--- config.mk ---
export PLATFORM = sky130hd
export DESIGN_NAME = pmc_top
export DESIGN_NICKNAME = d
export VERILOG_FILES = /design/src/rtl/pmc_pkg.sv /design/src/rtl/pmc_seq_timer.sv /design/src/rtl/pmc_pin_hold.sv /design/src/rtl/pmc_top.sv
export SDC_FILE = /design/constraint.sdc
export NUM_CORES = 1
export LEC_CHECK = 0
export BUFFER_PORTS_ARGS = -buffer_cell sky130_fd_sc_hd__buf_2
export CAP_MARGIN = 15
export CORE_UTILIZATION = 41
export CTS_CLUSTER_SIZE = 25
export DETAILED_ROUTE_END_ITERATION = 6
export GPL_ROUTABILITY_DRIVEN = 0
export PLACE_DENSITY = 0.76
export SLEW_MARGIN = 20
export SYNTH_ARGS = -nofsm -noshare
export SYNTH_HDL_FRONTEND = slang
export SYNTH_SLANG_ARGS = --single-unit
export TNS_END_PERCENT = 20
--- constraint.sdc ---
create_clock -name clk -period 1.8 [get_ports clk]
set_input_delay 0 -clock clk [delete_from_list [all_inputs] [get_ports clk]]
set_output_delay 0 -clock clk [all_outputs]
set_load 0.01 [all_outputs]
--- src/rtl/pmc_pkg.sv ---
`default_nettype none
package pmc_pkg;
  // register offsets on the bus
  localparam logic [7:0] CTRL_OFS = 8'h00;
  localparam logic [7:0] STAT_OFS = 8'h04;
  localparam logic [7:0] OSC_OFS = 8'h08;
  // control register fields
  localparam int TRIG_BIT = 0;
  localparam int MODE_LSB = 1;
  localparam int MODE_W = 2;
  localparam int CLKSEL_BIT = 3;
  localparam int SLOWSEL_BIT = 4;
  // oscillator enable register fields
  localparam int XTAL_EN_BIT = 0;
  localparam int FAST_RC_EN_BIT = 1;
  localparam logic [1:0] OSC_RST = 2'h3;
  localparam logic CLKSEL_RST = 1'b1;
  localparam logic [1:0] MODE_RST = 2'h0;
  // sequence timing
  localparam int CLK_MHZ = 40;
  localparam int FAST_SEQ_NS = 250;
  localparam int SLOW_SEQ_NS = 2000;
  localparam int FAST_SEQ_CYC = (FAST_SEQ_NS * CLK_MHZ + 999) / 1000;
  localparam int SLOW_SEQ_CYC = (SLOW_SEQ_NS * CLK_MHZ + 999) / 1000;
  localparam int SEQ_W = 8;

  typedef enum logic [2:0] {
    PMC_RUN = 3'b000,
    PMC_GATED = 3'b001,
    PMC_DOWN = 3'b011,
    PMC_SLEEP = 3'b010,
    PMC_UP = 3'b110
  } pmc_state_e;

  function automatic logic [SEQ_W-1:0] seq_len(input logic [1:0] mode);
    seq_len = (mode == 2'h1) ? SEQ_W'(FAST_SEQ_CYC) : SEQ_W'(SLOW_SEQ_CYC);
  endfunction : seq_len
endpackage : pmc_pkg
`default_nettype wire

--- src/rtl/pmc_seq_timer.sv ---
`timescale 1ns/100ps
`default_nettype none
module pmc_seq_timer #(
  parameter int W = 8
) (
  // clock and reset
  input wire logic clk,
  input wire logic rst,
  // control
  input wire logic start,
  input wire logic [W-1:0] len,
  output logic done
);
  logic [W-1:0] cnt;
  logic busy;

  always_ff @(posedge clk or posedge rst) begin
    if (rst) begin
      cnt <= '0;
      busy <= 1'b0;
    end else if (start) begin
      cnt <= len;
      busy <= 1'b1;
    end else if (busy && cnt != '0) begin
      cnt <= cnt - W'(1);
    end else begin
      busy <= 1'b0;
    end
  end

  assign done = busy && cnt == '0;
endmodule : pmc_seq_timer
`default_nettype wire

--- src/rtl/pmc_pin_hold.sv ---
`timescale 1ns/100ps
`default_nettype none
module pmc_pin_hold #(
  parameter int N = 8
) (
  // clock and reset
  input wire logic clk,
  input wire logic rst,
  // control
  input wire logic hold,
  // pins from peripherals
  input wire logic [N-1:0] core_out,
  input wire logic [N-1:0] core_oe,
  // pins to pads
  output logic [N-1:0] pad_out,
  output logic [N-1:0] pad_oe
);
  always_ff @(posedge clk or posedge rst) begin
    if (rst) begin
      pad_out <= '0;
      pad_oe <= '0;
    end else if (!hold) begin
      pad_out <= core_out;
      pad_oe <= core_oe;
    end
  end
endmodule : pmc_pin_hold
`default_nettype wire

--- src/rtl/pmc_top.sv ---
// The register addresses and the APB register port are this design's own decisions.
`timescale 1ns/100ps
`default_nettype none
// What this block does
// - one run state plus four low-power states, zero to three
// - run state: regulator on, fast oscillator(s) on, one slow clock
// - trigger write in run with mode zero gates cpu clock and also clears sysclk_from_crystal
// - any enabled interrupt ends cpu-gated state, resuming execution
// - light sleep: fast oscillators off, regulator and slow clock stay
// - states one and two wake on reset, port or timer; three not timer
// - interrupt wake resumes; reset starts program from beginning
// - deep sleep: regulator and fast oscillators off, slow clock runs
// - deepest sleep: regulator and all oscillators off
// - pins hold direction and level during states one to three
// - power-down sequence; state one fast, three reuses state two
// - states two and three reset usb controller state
// - wake restarts the fast oscillators running at entry, plus fast rc if crystal selected
// - after wake crystal selected: run from rc until crystal stable
// - trigger set after mode field; trigger always reads zero
// - mode field cleared on entry; nonzero field blocks wake irqs
module pmc_top #(
  parameter int NPIN = 8
) (
  // clock and reset
  input wire logic clk,
  input wire logic rst,
  // apb slave
  input wire logic psel,
  input wire logic penable,
  input wire logic pwrite,
  input wire logic [7:0] paddr,
  input wire logic [31:0] pwdata,
  output logic [31:0] prdata,
  output logic pready,
  output logic pslverr,
  // wake sources
  input wire logic any_irq,
  input wire logic port_irq,
  input wire logic timer_irq,
  input wire logic crystal_stable_flag,
  // power and clock controls
  output logic cpu_clk_en,
  output logic regulator_on,
  output logic crystal_oscillator_on,
  output logic fast_rc_oscillator_on,
  output logic slow_rc_on,
  output logic slow_xtal_on,
  output logic sysclk_from_crystal,
  output logic usb_reset,
  output logic resume_wake,
  output logic [2:0] power_state,
  // pins
  input wire logic [NPIN-1:0] core_out,
  input wire logic [NPIN-1:0] core_oe,
  output logic [NPIN-1:0] pad_out,
  output logic [NPIN-1:0] pad_oe
);
  pmc_pkg::pmc_state_e state;
  logic [1:0] power_mode_select;
  logic [1:0] mode_taken;
  logic system_clock_source_select;
  logic slow_sel;
  logic [1:0] osc_en;
  logic [1:0] osc_saved;
  logic seq_start;
  logic seq_done;
  logic wr;
  logic trig;
  logic wake_ext;
  logic sleeping;

  assign wr = psel && penable && pwrite;
  assign pready = 1'b1;
  assign pslverr = psel && penable && paddr != pmc_pkg::CTRL_OFS &&
      paddr != pmc_pkg::STAT_OFS && paddr != pmc_pkg::OSC_OFS;
  assign trig = wr && paddr == pmc_pkg::CTRL_OFS &&
      pwdata[pmc_pkg::TRIG_BIT];
  // wake irqs blocked while a mode is pending
  assign wake_ext = power_mode_select == 2'h0 &&
      (port_irq || (timer_irq && mode_taken != 2'h3));
  assign sleeping = state == pmc_pkg::PMC_DOWN ||
      state == pmc_pkg::PMC_SLEEP || state == pmc_pkg::PMC_UP;

  // mode field: set on write, cleared as the sleep is entered
  always_ff @(posedge clk or posedge rst) begin
    if (rst) begin
      power_mode_select <= pmc_pkg::MODE_RST;
      system_clock_source_select <= pmc_pkg::CLKSEL_RST;
      slow_sel <= 1'b0;
      osc_en <= pmc_pkg::OSC_RST;
    end else if (state == pmc_pkg::PMC_RUN && trig &&
        power_mode_select != 2'h0) begin
      power_mode_select <= pmc_pkg::MODE_RST;
    end else if (wr && paddr == pmc_pkg::CTRL_OFS) begin
      power_mode_select <= pwdata[pmc_pkg::MODE_LSB +: pmc_pkg::MODE_W];
      system_clock_source_select <= pwdata[pmc_pkg::CLKSEL_BIT];
      slow_sel <= pwdata[pmc_pkg::SLOWSEL_BIT];
    end else if (wr && paddr == pmc_pkg::OSC_OFS) begin
      // keep at least one fast oscillator in run state
      if (pwdata[1:0] != 2'h0) begin
        osc_en <= pwdata[1:0];
      end
    end
  end

  // main sequencer
  always_ff @(posedge clk or posedge rst) begin
    if (rst) begin
      state <= pmc_pkg::PMC_RUN;
      mode_taken <= 2'h0;
      osc_saved <= pmc_pkg::OSC_RST;
      resume_wake <= 1'b0;
    end else begin
      resume_wake <= 1'b0;
      case (state)
        pmc_pkg::PMC_RUN: begin
          if (trig) begin
            mode_taken <= power_mode_select;
            osc_saved <= osc_en;
            state <= (power_mode_select == 2'h0) ?
                pmc_pkg::PMC_GATED : pmc_pkg::PMC_DOWN;
          end
        end
        pmc_pkg::PMC_GATED: begin
          if (any_irq) begin
            state <= pmc_pkg::PMC_RUN;
            resume_wake <= 1'b1;
          end
        end
        pmc_pkg::PMC_DOWN: begin
          if (seq_done) begin
            state <= pmc_pkg::PMC_SLEEP;
          end
        end
        pmc_pkg::PMC_SLEEP: begin
          if (wake_ext) begin
            state <= pmc_pkg::PMC_UP;
          end
        end
        pmc_pkg::PMC_UP: begin
          if (seq_done) begin
            state <= pmc_pkg::PMC_RUN;
            resume_wake <= 1'b1;
          end
        end
        default: state <= pmc_pkg::PMC_RUN;
      endcase
    end
  end

  assign seq_start = (state == pmc_pkg::PMC_RUN && trig &&
      power_mode_select != 2'h0) ||
      (state == pmc_pkg::PMC_SLEEP && wake_ext);

  pmc_seq_timer #(
    .W(pmc_pkg::SEQ_W)
  ) u_seq (
    .clk(clk),
    .rst(rst),
    .start(seq_start),
    .len(pmc_pkg::seq_len(state == pmc_pkg::PMC_RUN ?
        power_mode_select : mode_taken)),
    .done(seq_done)
  );

  // power outputs
  always_ff @(posedge clk or posedge rst) begin
    if (rst) begin
      cpu_clk_en <= 1'b1;
      regulator_on <= 1'b1;
      crystal_oscillator_on <= 1'b1;
      fast_rc_oscillator_on <= 1'b1;
      slow_rc_on <= 1'b1;
      slow_xtal_on <= 1'b0;
      usb_reset <= 1'b0;
    end else begin
      cpu_clk_en <= state == pmc_pkg::PMC_RUN;
      regulator_on <= !(state == pmc_pkg::PMC_SLEEP &&
          mode_taken != 2'h1);
      if (state == pmc_pkg::PMC_SLEEP) begin
        crystal_oscillator_on <= 1'b0;
        fast_rc_oscillator_on <= 1'b0;
      end else if (state == pmc_pkg::PMC_UP) begin
        crystal_oscillator_on <= osc_saved[pmc_pkg::XTAL_EN_BIT];
        fast_rc_oscillator_on <= osc_saved[pmc_pkg::FAST_RC_EN_BIT] ||
            !system_clock_source_select;
      end else begin
        crystal_oscillator_on <= osc_en[pmc_pkg::XTAL_EN_BIT];
        fast_rc_oscillator_on <= osc_en[pmc_pkg::FAST_RC_EN_BIT] ||
            (!system_clock_source_select && !crystal_stable_flag);
      end
      slow_rc_on <= !slow_sel &&
          !(state == pmc_pkg::PMC_SLEEP && mode_taken == 2'h3);
      slow_xtal_on <= slow_sel &&
          !(state == pmc_pkg::PMC_SLEEP && mode_taken == 2'h3);
      usb_reset <= sleeping && mode_taken[1];
    end
  end

  // crystal drives system clock only once stable
  always_ff @(posedge clk or posedge rst) begin
    if (rst) begin
      sysclk_from_crystal <= 1'b0;
    end else begin
      sysclk_from_crystal <= !system_clock_source_select &&
          crystal_stable_flag && state == pmc_pkg::PMC_RUN;
    end
  end

  pmc_pin_hold #(
    .N(NPIN)
  ) u_hold (
    .clk(clk),
    .rst(rst),
    .hold(sleeping),
    .core_out(core_out),
    .core_oe(core_oe),
    .pad_out(pad_out),
    .pad_oe(pad_oe)
  );

  assign power_state = state;

  // trigger bit reads as zero
  always_comb begin
    prdata = 32'h0000_0000;
    if (psel && !pwrite) begin
      case (paddr)
        pmc_pkg::CTRL_OFS: begin
          prdata[pmc_pkg::MODE_LSB +: pmc_pkg::MODE_W] = power_mode_select;
          prdata[pmc_pkg::CLKSEL_BIT] = system_clock_source_select;
          prdata[pmc_pkg::SLOWSEL_BIT] = slow_sel;
        end
        pmc_pkg::STAT_OFS: begin
          prdata[2:0] = state;
          prdata[3] = crystal_stable_flag;
        end
        pmc_pkg::OSC_OFS: prdata[1:0] = osc_en;
        default: prdata = 32'h0000_0000;
      endcase
    end
  end

  // cycles spent powering down; too long for a repetition in a property
  logic [pmc_pkg::SEQ_W-1:0] down_cyc;
  always_ff @(posedge clk or posedge rst) begin
    if (rst) begin
      down_cyc <= '0;
    end else if (state == pmc_pkg::PMC_DOWN) begin
      down_cyc <= down_cyc + pmc_pkg::SEQ_W'(1);
    end else begin
      down_cyc <= '0;
    end
  end

  chk_gate_wake: assert property (@(posedge clk) disable iff (rst)
      state == pmc_pkg::PMC_GATED && any_irq |=> state == pmc_pkg::PMC_RUN)
      else $error("gated state missed irq");
  chk_gate_clk: assert property (@(posedge clk) disable iff (rst)
      state == pmc_pkg::PMC_GATED |=> !cpu_clk_en)
      else $error("cpu clock not gated");
  chk_mode_clear: assert property (@(posedge clk) disable iff (rst)
      state == pmc_pkg::PMC_RUN && trig && power_mode_select != 2'h0
      |=> power_mode_select == 2'h0 && state == pmc_pkg::PMC_DOWN)
      else $error("mode not cleared on entry");
  chk_deep_timer: assert property (@(posedge clk) disable iff (rst)
      state == pmc_pkg::PMC_SLEEP && mode_taken == 2'h3 && !port_irq
      |=> state == pmc_pkg::PMC_SLEEP)
      else $error("deepest sleep woke by timer");
  chk_sleep_osc: assert property (@(posedge clk) disable iff (rst)
      state == pmc_pkg::PMC_SLEEP ##1 state == pmc_pkg::PMC_SLEEP
      |-> !crystal_oscillator_on && !fast_rc_oscillator_on)
      else $error("fast oscillator on in sleep");
  chk_regulator: assert property (@(posedge clk) disable iff (rst)
      state == pmc_pkg::PMC_SLEEP && mode_taken == 2'h1 |=> regulator_on)
      else $error("regulator off in light sleep");
  chk_pin_hold: assert property (@(posedge clk) disable iff (rst)
      sleeping && $past(sleeping) |-> $stable(pad_out) && $stable(pad_oe))
      else $error("pins moved in sleep");
  chk_fast_seq: assert property (@(posedge clk) disable iff (rst)
      state == pmc_pkg::PMC_DOWN && seq_done && mode_taken == 2'h1
      |-> int'(down_cyc) == pmc_pkg::FAST_SEQ_CYC)
      else $error("fast sequence length wrong");
  chk_slow_seq: assert property (@(posedge clk) disable iff (rst)
      state == pmc_pkg::PMC_DOWN && seq_done && mode_taken[1]
      |-> int'(down_cyc) == pmc_pkg::SLOW_SEQ_CYC)
      else $error("slow sequence length wrong");
  chk_osc_restore: assert property (@(posedge clk) disable iff (rst)
      state == pmc_pkg::PMC_UP ##1 state == pmc_pkg::PMC_UP |->
      crystal_oscillator_on == osc_saved[pmc_pkg::XTAL_EN_BIT])
      else $error("crystal restart mismatch");
  chk_usb_reset: assert property (@(posedge clk) disable iff (rst)
      state == pmc_pkg::PMC_SLEEP && mode_taken[1] |-> usb_reset)
      else $error("usb state kept in deep sleep");
  chk_trig_zero: assert property (@(posedge clk) disable iff (rst)
      psel && !pwrite && paddr == pmc_pkg::CTRL_OFS |-> !prdata[0])
      else $error("trigger bit read back as one");
  chk_deep_slow: assert property (@(posedge clk) disable iff (rst)
      state == pmc_pkg::PMC_SLEEP ##1 state == pmc_pkg::PMC_SLEEP &&
      mode_taken == 2'h3 |-> !slow_rc_on && !slow_xtal_on)
      else $error("slow clock on in deepest sleep");
endmodule : pmc_top
`default_nettype wire

==> results_dict.tcl, run 1 <==
set metrics [dict create \
    status "finished clean" \
    regToRegSetupSlack_ns 0.02 \
    cpPeakStageDelay_ns 0.51 \
    synthTopCellsByArea "dfrtp_1 (38%), mux2_2 (11%), dfstp_2 (11%), buf_4 (8.9%), mux2i_1 (4.1%)" \
    clk_pin_slew_ns 0.09 \
    period_needed_ns 1.78 \
    reg2reg_from "u_seq.cnt[0]" \
    cts_tree "done" \
    cp.required_ns 1.99 \
    clockBufferDepth 2 \
    worst-path-stages 6 \
    synthFlopType "dfrtp_1" \
    maxCapViolCount 0 \
    crit_type "reg2reg" \
    ir_drop_uv 363 \
    skew_ns 0.00224 \
    cp_max_fo 6 \
    p_switching_uw 835 \
    clock_sinks 47 \
    rows 27 \
    rsz0062_at_grt "yes" \
    critPathBufInv 1 \
    startpoint_type "register" \
    grt_max_degree 19 \
    crit_slowest_cell "or4b_4" \
    grt_pass1_vias 1916 \
    portBuffers 71 \
    p_comb_frac 0.270 \
    intPower_mw 2.08 \
    cts_buffers 5 \
    regArea_mm2 0.00119 \
    syn_area_mm2 0.00245 \
    synthDistinctLibCells 47 \
    synthArstFlopShare 1.00 \
    areaGrowthSynthToFinish_pct 33.8 \
    ys_ff_latch 47 \
    end_kind "register" \
    fin_crit_sh 0.986 \
    crit_arrival_ns 1.97 \
    ff2ff_path_depth 6 \
    core-area_mm2 0.00564 \
    synthTopCellsByCount "dfrtp_1 (37), buf_4 (29), mux2_2 (24), nor2_1 (14)" \
    detail-route-antenna-nets 0 \
    grt-ovfl-total 0 \
    die_h_um 79.2 \
    gr-usage-all-layers 0.177 \
    drive_gt1_frac 0.457 \
    synthCells 214 \
    dr.pass1.iters 4 \
    dpl_cell_area_mm2 0.00290 \
    root_buffer "clkbuf_8" \
    synth.most_common_cell "dfrtp_1" \
    hold_class "in2reg" \
    cp_cell_sequence "inv_2, ha_4, or4b_4, o21ai_4, mux2i_1, mux2_2" \
    yosysWarnings 0 \
    hold_viol 0 \
    finalNetCount 394 \
    pwr-share-seq 0.447 \
    grt_pass1_wl_um 8440 \
    crit_family "simple AND/OR/NAND/NOR gates" \
    yosysSeqAreaShare 0.486 \
    crit_end "u_seq.cnt[1]" \
    synth_top_area_share 0.379 \
    dpl.hpwl_um 3720 \
    clkLatencyLatePin_ns 0.30 \
    synth-edff-count 0 \
    vias_per_cell 4.75 \
    finalInstanceArea_mm2 0.00327 \
    htree_levels 2 \
    vias 1899 \
    die_w_um 79.2 \
    drc_errors 0 \
    power_density_mw_per_mm2 890 \
    drtIter0Drc 36 \
    final_max_slew_viol_count 0 \
    swShare 0.287 \
    drt_wl_total_um 5140 \
    num-fill-cells 485 \
    power.share.clock 0.283 \
    multi_input_area_mm2 0.00110 \
    dieArea_mm2 0.00628 \
    wl_per_cell_um 12.8 \
    crit_start "u_seq.cnt[0]" \
    tns_ns 0 \
    synth_area_leader_cell "dfrtp_1" \
    p_leak_nw 1.58 \
    avgSynthCellArea_um2 11.4 \
    max_freq_mhz 563 \
    fin_util 0.580 \
    rr_endpoint "u_seq.cnt[1]" \
    num_io_pins 127 \
    antenna_cells 0 \
    setup_viol 0 \
    antenna_found_initial 0 \
    start_util 0.434 \
]
## logic make-up after synthesis
| logic type | share of synthesized area |
|---|---|
| xor+xnor | 0.0143 |
| flops | 0.486 |
| buf+inv | 0.109 |
| compound gates | 0.0803 |
| simple gates | 0.145 |
| other cells | 0.00307 |
| fa+ha+maj | 0.0102 |
| mux | 0.151 |
## flip-flops by register name, indices dropped and copies added, names as in the netlist, 2 cells and up
| signal | cells |
|---|---|
| power_mode_select | 2 |
| mode_taken | 2 |
| u_hold.pad_oe | 8 |
| u_seq.cnt | 8 |
| osc_en | 2 |
| power_state | 3 |
| u_hold.pad_out | 8 |
| osc_saved | 2 |
## area by class of cell
cell class | count | share of cell area
inverters | 6 | 0.00688
clock buffers | 6 | 0.0252
flip-flops and latches | 47 | 0.363
well taps | 72 | 0.0275
multi-input cells | 152 | 0.338
repair buffers | 115 | 0.228
clock inverters | 2 | 0.0119
## worst min-delay path by stage
stage	start	endpoint	slack [ns]	depth (start not counted)
finish	crystal_stable_flag	sysclk_from_crystal	0.02	2
global route	crystal_stable_flag	sysclk_from_crystal	0.02	2
CTS	crystal_stable_flag	sysclk_from_crystal	0.01	2
detailed placement	rst	u_hold.pad_oe[1]	-0.0008	2
global placement	rst	u_hold.pad_oe[1]	-0.000007	2
floorplan	psel	pslverr	0.09	2
## timing repair
action | 4_1_cts | 5_1_grt
resized for setup | 1 | 4
setup buffers | 1 | 2
hold endpoints to repair | 37 | 0
cloned | 0 | 0
endpoints found under the setup margin | 2 | 7
pin swaps | 2 | 1
hold buffers | 22 | 0
## layer usage
metal  vias to the layer above  track usage  part of all wire  routed length [um]
met5                         -            0                 0                   0
met4                         0       0.0491             0.011                  54
met3                         7       0.0333             0.042                 217
met2                        60        0.331              0.54                2760
met1                       921        0.202              0.41                2110
li1                        911            -                 -                   -
## worst reg2reg max path, stage by stage (launching register included)
cell and delay, ns:
dfrtp_1 0.41, inv_2 0.08, ha_4 0.12, or4b_4 0.51
o21ai_4 0.21, mux2i_1 0.09, mux2_2 0.26
## power by group through the flow
stage	logic [mW]	registers, mW	clock network, mW
finish	0.788	1.30	0.824
global route	0.879	1.32	0.883
CTS	0.764	1.30	0.838
detailed placement	0.699	1.32	0
global placement	0.666	1.31	0
floorplan	0.504	1.31	0
## cells in the final DEF (no fill, tap or decap), types with 2 or more instances in the layout
cell type,count
and3_1,2
nor3_1,2
conb_1,28
clkbuf_8,6
inv_1,3
mux2i_1,10
dfstp_2,10
xnor2_1,2
nand2_1,6
nor2_1,14
inv_2,3
and4b_1,2
nand3b_1,4
o21ai_1,3
nor4b_1,3
dlygate4sd3_1,22
nand3_1,7
and2_1,3
xor2_1,2
a21bo_2,2
a21oi_1,4
a22o_1,3
mux2_2,24
nand2b_1,3
buf_2,71
buf_4,21
dfrtp_1,37
o21ai_0,3
nor2b_1,3
## stage by stage
stage / worst slack, ns / hold slack (ns) / cells / total power [mW]
after floorplan: 0.00990 / 0.0909 / 240 / 1.82
final: 0.0248 / 0.0175 / 400 / 2.91
after detailed placement: -0.00808 / -0.000832 / 367 / 2.02
after CTS: 0.00278 / 0.0142 / 398 / 2.90
after global routing: -0.0457 / 0.0155 / 400 / 3.08
after global placement: -0.00201 / -0.00000674 / 367 / 1.98
(Power assumes the default switching activity.)
==> inputs of run 2 (changes only) <==
REMOVE_ABC_BUFFERS = 1   (was not set)
==> results_dict.tcl, run 2 (same netlist as run 1, synthesis figures left out) <==
set metrics [dict create \
    status "finished clean" \
    vias 1891 \
    drt_wl_total_um 5140 \
    cp_max_fo 6 \
    dpl.hpwl_um 3710 \
    cts_buffers 5 \
    crit_type "reg2reg" \
    hold_class "in2reg" \
    num_io_pins 127 \
    fin_crit_sh 0.988 \
    place_inst 367 \
    start_util 0.434 \
    fin_ws_ns 0.0213 \
    p_switching_uw 865 \
    pre_cts_slack_ns -0.146 \
    max_freq_mhz 562 \
    hold_end "sysclk_from_crystal" \
    crit_family "simple AND/OR/NAND/NOR gates" \
    finalNetCount 397 \
    ir_drop_uv 402 \
    power_mw 2.97 \
    clkLatencyLatePin_ns 0.30 \
    p_leak_nw 1.59 \
    cts_tree "done" \
    hold_viol 0 \
    cp_cell_sequence "inv_2, ha_4, or4b_4, buf_6, o211ai_1, xor2_1, nor2_1" \
    clk_pin_slew_ns 0.09 \
    instances_no_fill 403 \
    htree_levels 2 \
    clockBufferDepth 2 \
    grt_pass1_wl_um 8520 \
    power.share.clock 0.265 \
    drc_errors 0 \
    cp.required_ns 2.00 \
    multi_input_area_mm2 0.00110 \
    vias_per_cell 4.69 \
    areaGrowthSynthToFinish_pct 34.9 \
    critPathBufInv 2 \
    core-area_mm2 0.00564 \
    num-fill-cells 483 \
    final_common_cell "buf_2" \
    reg_top3 "u_hold.pad_oe (8), u_hold.pad_out (8), u_seq.cnt (8)" \
    intPower_mw 2.11 \
    crit_slowest_cell "or4b_4" \
    crit_arrival_ns 1.98 \
    rsz0062_at_grt "yes" \
    holdPathStages 2 \
    antenna_cells 0 \
    final_cell_mix "buf_2 (71), dfrtp_1 (37), conb_1 (28)" \
    end_kind "register" \
    period_needed_ns 1.78 \
    drive_gt1_frac 0.459 \
    p_comb_frac 0.299 \
    die_h_um 79.2 \
    startpoint_type "register" \
    die_w_um 79.2 \
    grt-ovfl-total 0 \
    rr_endpoint "u_seq.cnt[2]" \
    grt_pass1_vias 1877 \
    dieArea_mm2 0.00628 \
    dr.pass1.iters 4 \
    antenna_found_initial 0 \
    regArea_mm2 0.00119 \
    power_density_mw_per_mm2 901 \
    clock_sinks 47 \
    maxCapViolCount 0 \
    wl_per_cell_um 12.7 \
    reg2reg_from "u_seq.cnt[0]" \
    root_buffer "clkbuf_8" \
    pwr-share-seq 0.436 \
    setup_viol 0 \
    regToRegSetupSlack_ns 0.02 \
    final_max_slew_viol_count 0 \
    skew_ns 0.00412 \
    ff2ff_path_depth 7 \
    portBuffers 71 \
    dpl_cell_area_mm2 0.00290 \
    cpPeakStageDelay_ns 0.52 \
    detail-route-antenna-nets 0 \
    swShare 0.291 \
    drtIter0Drc 58 \
    min_from "crystal_stable_flag" \
    grt_max_degree 26 \
    fin_util 0.585 \
    gr-usage-all-layers 0.176 \
    rows 27 \
    finalInstanceArea_mm2 0.00330 \
]
==> run 2: cell types whose count changed in the layout (fill, tap and decap cells not counted), sizes merged <==
cell    previous run  this run
buf               93        96
clkbuf             6         5
clkinv             0         1
==> run 2: repair_timing <==
item / in CTS / in global routing
setup buffers: 3 / 3
endpoints found under the hold margin: 41 / 0
hold buffers: 22 / 0
endpoints found under the setup margin: 8 / 7
gates resized for setup: 5 / 2
pin swaps: 2 / 5
==> run 2: how the worst max path moves through the flow <==
stage / slack [ns] / to / from / depth (start not counted)
finish: 0.02 / u_seq.cnt[2] / u_seq.cnt[0] / 7
global route: -0.05 / power_state[0] / u_seq.cnt[0] / 6
CTS: 0.01 / u_seq.cnt[2] / u_seq.cnt[1] / 7
detailed placement: -0.15 / power_state[0] / u_seq.cnt[0] / 6
global placement: -0.09 / power_state[0] / u_seq.cnt[0] / 6
floorplan: -0.07 / power_state[0] / u_seq.cnt[0] / 6
==> run 2: per-stage QoR <==
stage / hold WS, ns / setup TNS, ns
after floorplan: 0.0504 / -0.157
after global placement: 0.0417 / -0.234
after detailed placement: 0.0501 / -0.525
after CTS: 0.0173 / 0
after global routing: 0.00995 / -0.216
final: 0.0178 / 0
==> run 2: layout make-up <==
| class | instances | share of cell area |
|---|---|---|
| Clock inverter | 3 | 0.0144 |
| Inverter | 6 | 0.00682 |
| Tap cell | 72 | 0.0273 |
| Multi-Input combinational cell | 152 | 0.334 |
| Timing Repair Buffer | 118 | 0.236 |
| Sequential cell | 47 | 0.360 |
| Clock buffer | 5 | 0.0208 |
==> run 2: routing by layer <==
| layer | track usage | up-vias | part of all wire |
|---|---|---|---|
| li1 | - | 914 | - |
| met1 | 0.206 | 899 | 0.41 |
| met2 | 0.322 | 73 | 0.52 |
| met3 | 0.0391 | 5 | 0.057 |
| met4 | 0.0436 | 0 | 0.011 |
| met5 | 0 | - | 0 |
==> run 2: power groups by stage <==
stage / Combinational (mW) / Clock, mW / Sequential, mW
after global placement: 0.682 / 0 / 1.30
final: 0.889 / 0.789 / 1.30
after floorplan: 0.420 / 0 / 1.31
after detailed placement: 0.719 / 0 / 1.30
after global routing: 0.983 / 0.863 / 1.32
after CTS: 0.820 / 0.823 / 1.29
==> inputs of run 3 (changes only) <==
CORE_UTILIZATION = 30   (was 41)
PLACE_DENSITY = not set   (was 0.76)
==> results_dict.tcl, run 3 (same netlist as run 1, synthesis figures left out) <==
set metrics [dict create \
    status "finished clean" \
    wl_per_cell_um 12.7 \
    dieArea_mm2 0.00852 \
    final_cell_mix "buf_2 (71), dfrtp_1 (37), conb_1 (28)" \
    hold_end "osc_en[1]" \
    grt_util_met3 0.0337 \
    cp_cell_sequence "inv_2, ha_4, or4b_4, and2b_2, mux2i_1, a31o_2" \
    detail-route-antenna-nets 0 \
    cp.required_ns 2.00 \
    startpoint_type "register" \
    reg2reg_from "u_seq.cnt[1]" \
    power_density_mw_per_mm2 849 \
    instances_no_fill 436 \
    p_leak_nw 1.59 \
    clockBufferDepth 2 \
    cp_max_fo 5 \
    antenna_cells 0 \
    crit_family "simple AND/OR/NAND/NOR gates" \
    place_inst 399 \
    areaGrowthSynthToFinish_pct 36.1 \
    core-area_mm2 0.00781 \
    clkLatencyLatePin_ns 0.30 \
    crit_type "reg2reg" \
    fin_crit_sh 0.988 \
    portBuffers 71 \
    final_max_slew_viol_count 0 \
    busiest_layer "met2" \
    drtIter0Drc 66 \
    use_met1 0.154 \
    hold_class "in2reg" \
    end_kind "register" \
    start_util 0.313 \
    cpPeakStageDelay_ns 0.51 \
    reg_top3 "u_hold.pad_oe (8), u_hold.pad_out (8), u_seq.cnt (8)" \
    num_io_pins 127 \
    vias 1921 \
    tns_ns 0 \
    grt_pass1_wl_um 8920 \
    rsz0062_at_grt "yes" \
    gr-usage-all-layers 0.134 \
    finalNetCount 400 \
    clock_sinks 47 \
    min_from "pwdata[0]" \
    ir_drop_uv 317 \
    power_mw 2.83 \
    crit_start "u_seq.cnt[1]" \
    slew_headroom 0.647 \
    crit_slowest_cell "or4b_4" \
    htree_levels 2 \
    critPathBufInv 1 \
    die_h_um 92.3 \
    drive_gt1_frac 0.461 \
    skew_ns 0.00504 \
    ff2ff_path_depth 6 \
    grtUsageMet2 0.245 \
    regToRegSetupSlack_ns 0.02 \
    maxCapViolCount 0 \
    num-fill-cells 745 \
    cts_buffers 5 \
    drt_wl_total_um 5530 \
    rows 32 \
    worst-slew-pin-transition_ns 0.524 \
    crit_arrival_ns 1.98 \
    grt-ovfl-total 0 \
    antenna_found_initial 0 \
    root_buffer "clkbuf_8" \
    vias_per_cell 4.41 \
    dr.pass1.iters 4 \
    period_needed_ns 1.78 \
    die_w_um 92.3 \
    holdPathStages 3 \
    final_common_cell "buf_2" \
    max_freq_mhz 563 \
    worst_hold_slack_ns 0.0646 \
    grt_pass1_vias 1928 \
    hold_viol 0 \
    dpl.hpwl_um 3950 \
    grt_max_degree 21 \
    drc_errors 0 \
    rr_endpoint "power_state[0]" \
    regArea_mm2 0.00119 \
    cts_tree "done" \
    setup_viol 0 \
    clk_pin_slew_ns 0.09 \
    multi_input_area_mm2 0.00110 \
]
## run 3: repair_timing
item / CTS / global route
pin swaps: 2 / 4
setup endpoints to repair: 9 / 9
hold endpoints to repair: 40 / 0
gates resized for setup: 5 / 4
buffers inserted: 3 / 3
hold buffers: 23 / 0
## run 3: worst min-delay path, cell delays in order
cell     delay (ns)
buf_2          0.12
nand3_1        0.09
a21bo_2        0.13
## run 3: per-stage QoR
stage,setup WS [ns],util,area [um2]
after floorplan,-0.0696,-,2300
after global routing,-0.0523,0.426,3330
after detailed placement,-0.160,0.376,2940
after global placement,-0.0931,0.376,2940
final,0.0224,0.426,3330
after CTS,0.00495,0.422,3300
## run 3: where the power goes
part           internal, mW  total [mW]  switching [mW]
registers              1.19        1.30           0.114
clock network         0.279       0.648           0.369
logic                 0.496       0.877           0.381
## run 3: routing by layer
metal	vias to the layer above	wire length, um
met3	6	362
met5	-	0
li1	926	-
met1	911	2330
met4	0	47
met2	78	2790
## run 3: final cells by class
type | count | area share
clock inverters | 2 | 0.00489
repair buffers | 121 | 0.239
inverters | 6 | 0.00677
flip-flops and latches | 47 | 0.357
well taps | 102 | 0.0383
clock buffers | 6 | 0.0218
multi-input cells | 152 | 0.332
## run 3: worst max path at each step
stage                          end  slack, ns  cells past startpoint
floorplan           power_state[0]      -0.07                      6
global placement    power_state[0]      -0.09                      6
detailed placement  power_state[0]      -0.16                      6
CTS                   u_seq.cnt[2]      0.005                      7
global route          u_seq.cnt[2]      -0.05                      7
finish              power_state[0]       0.02                      6
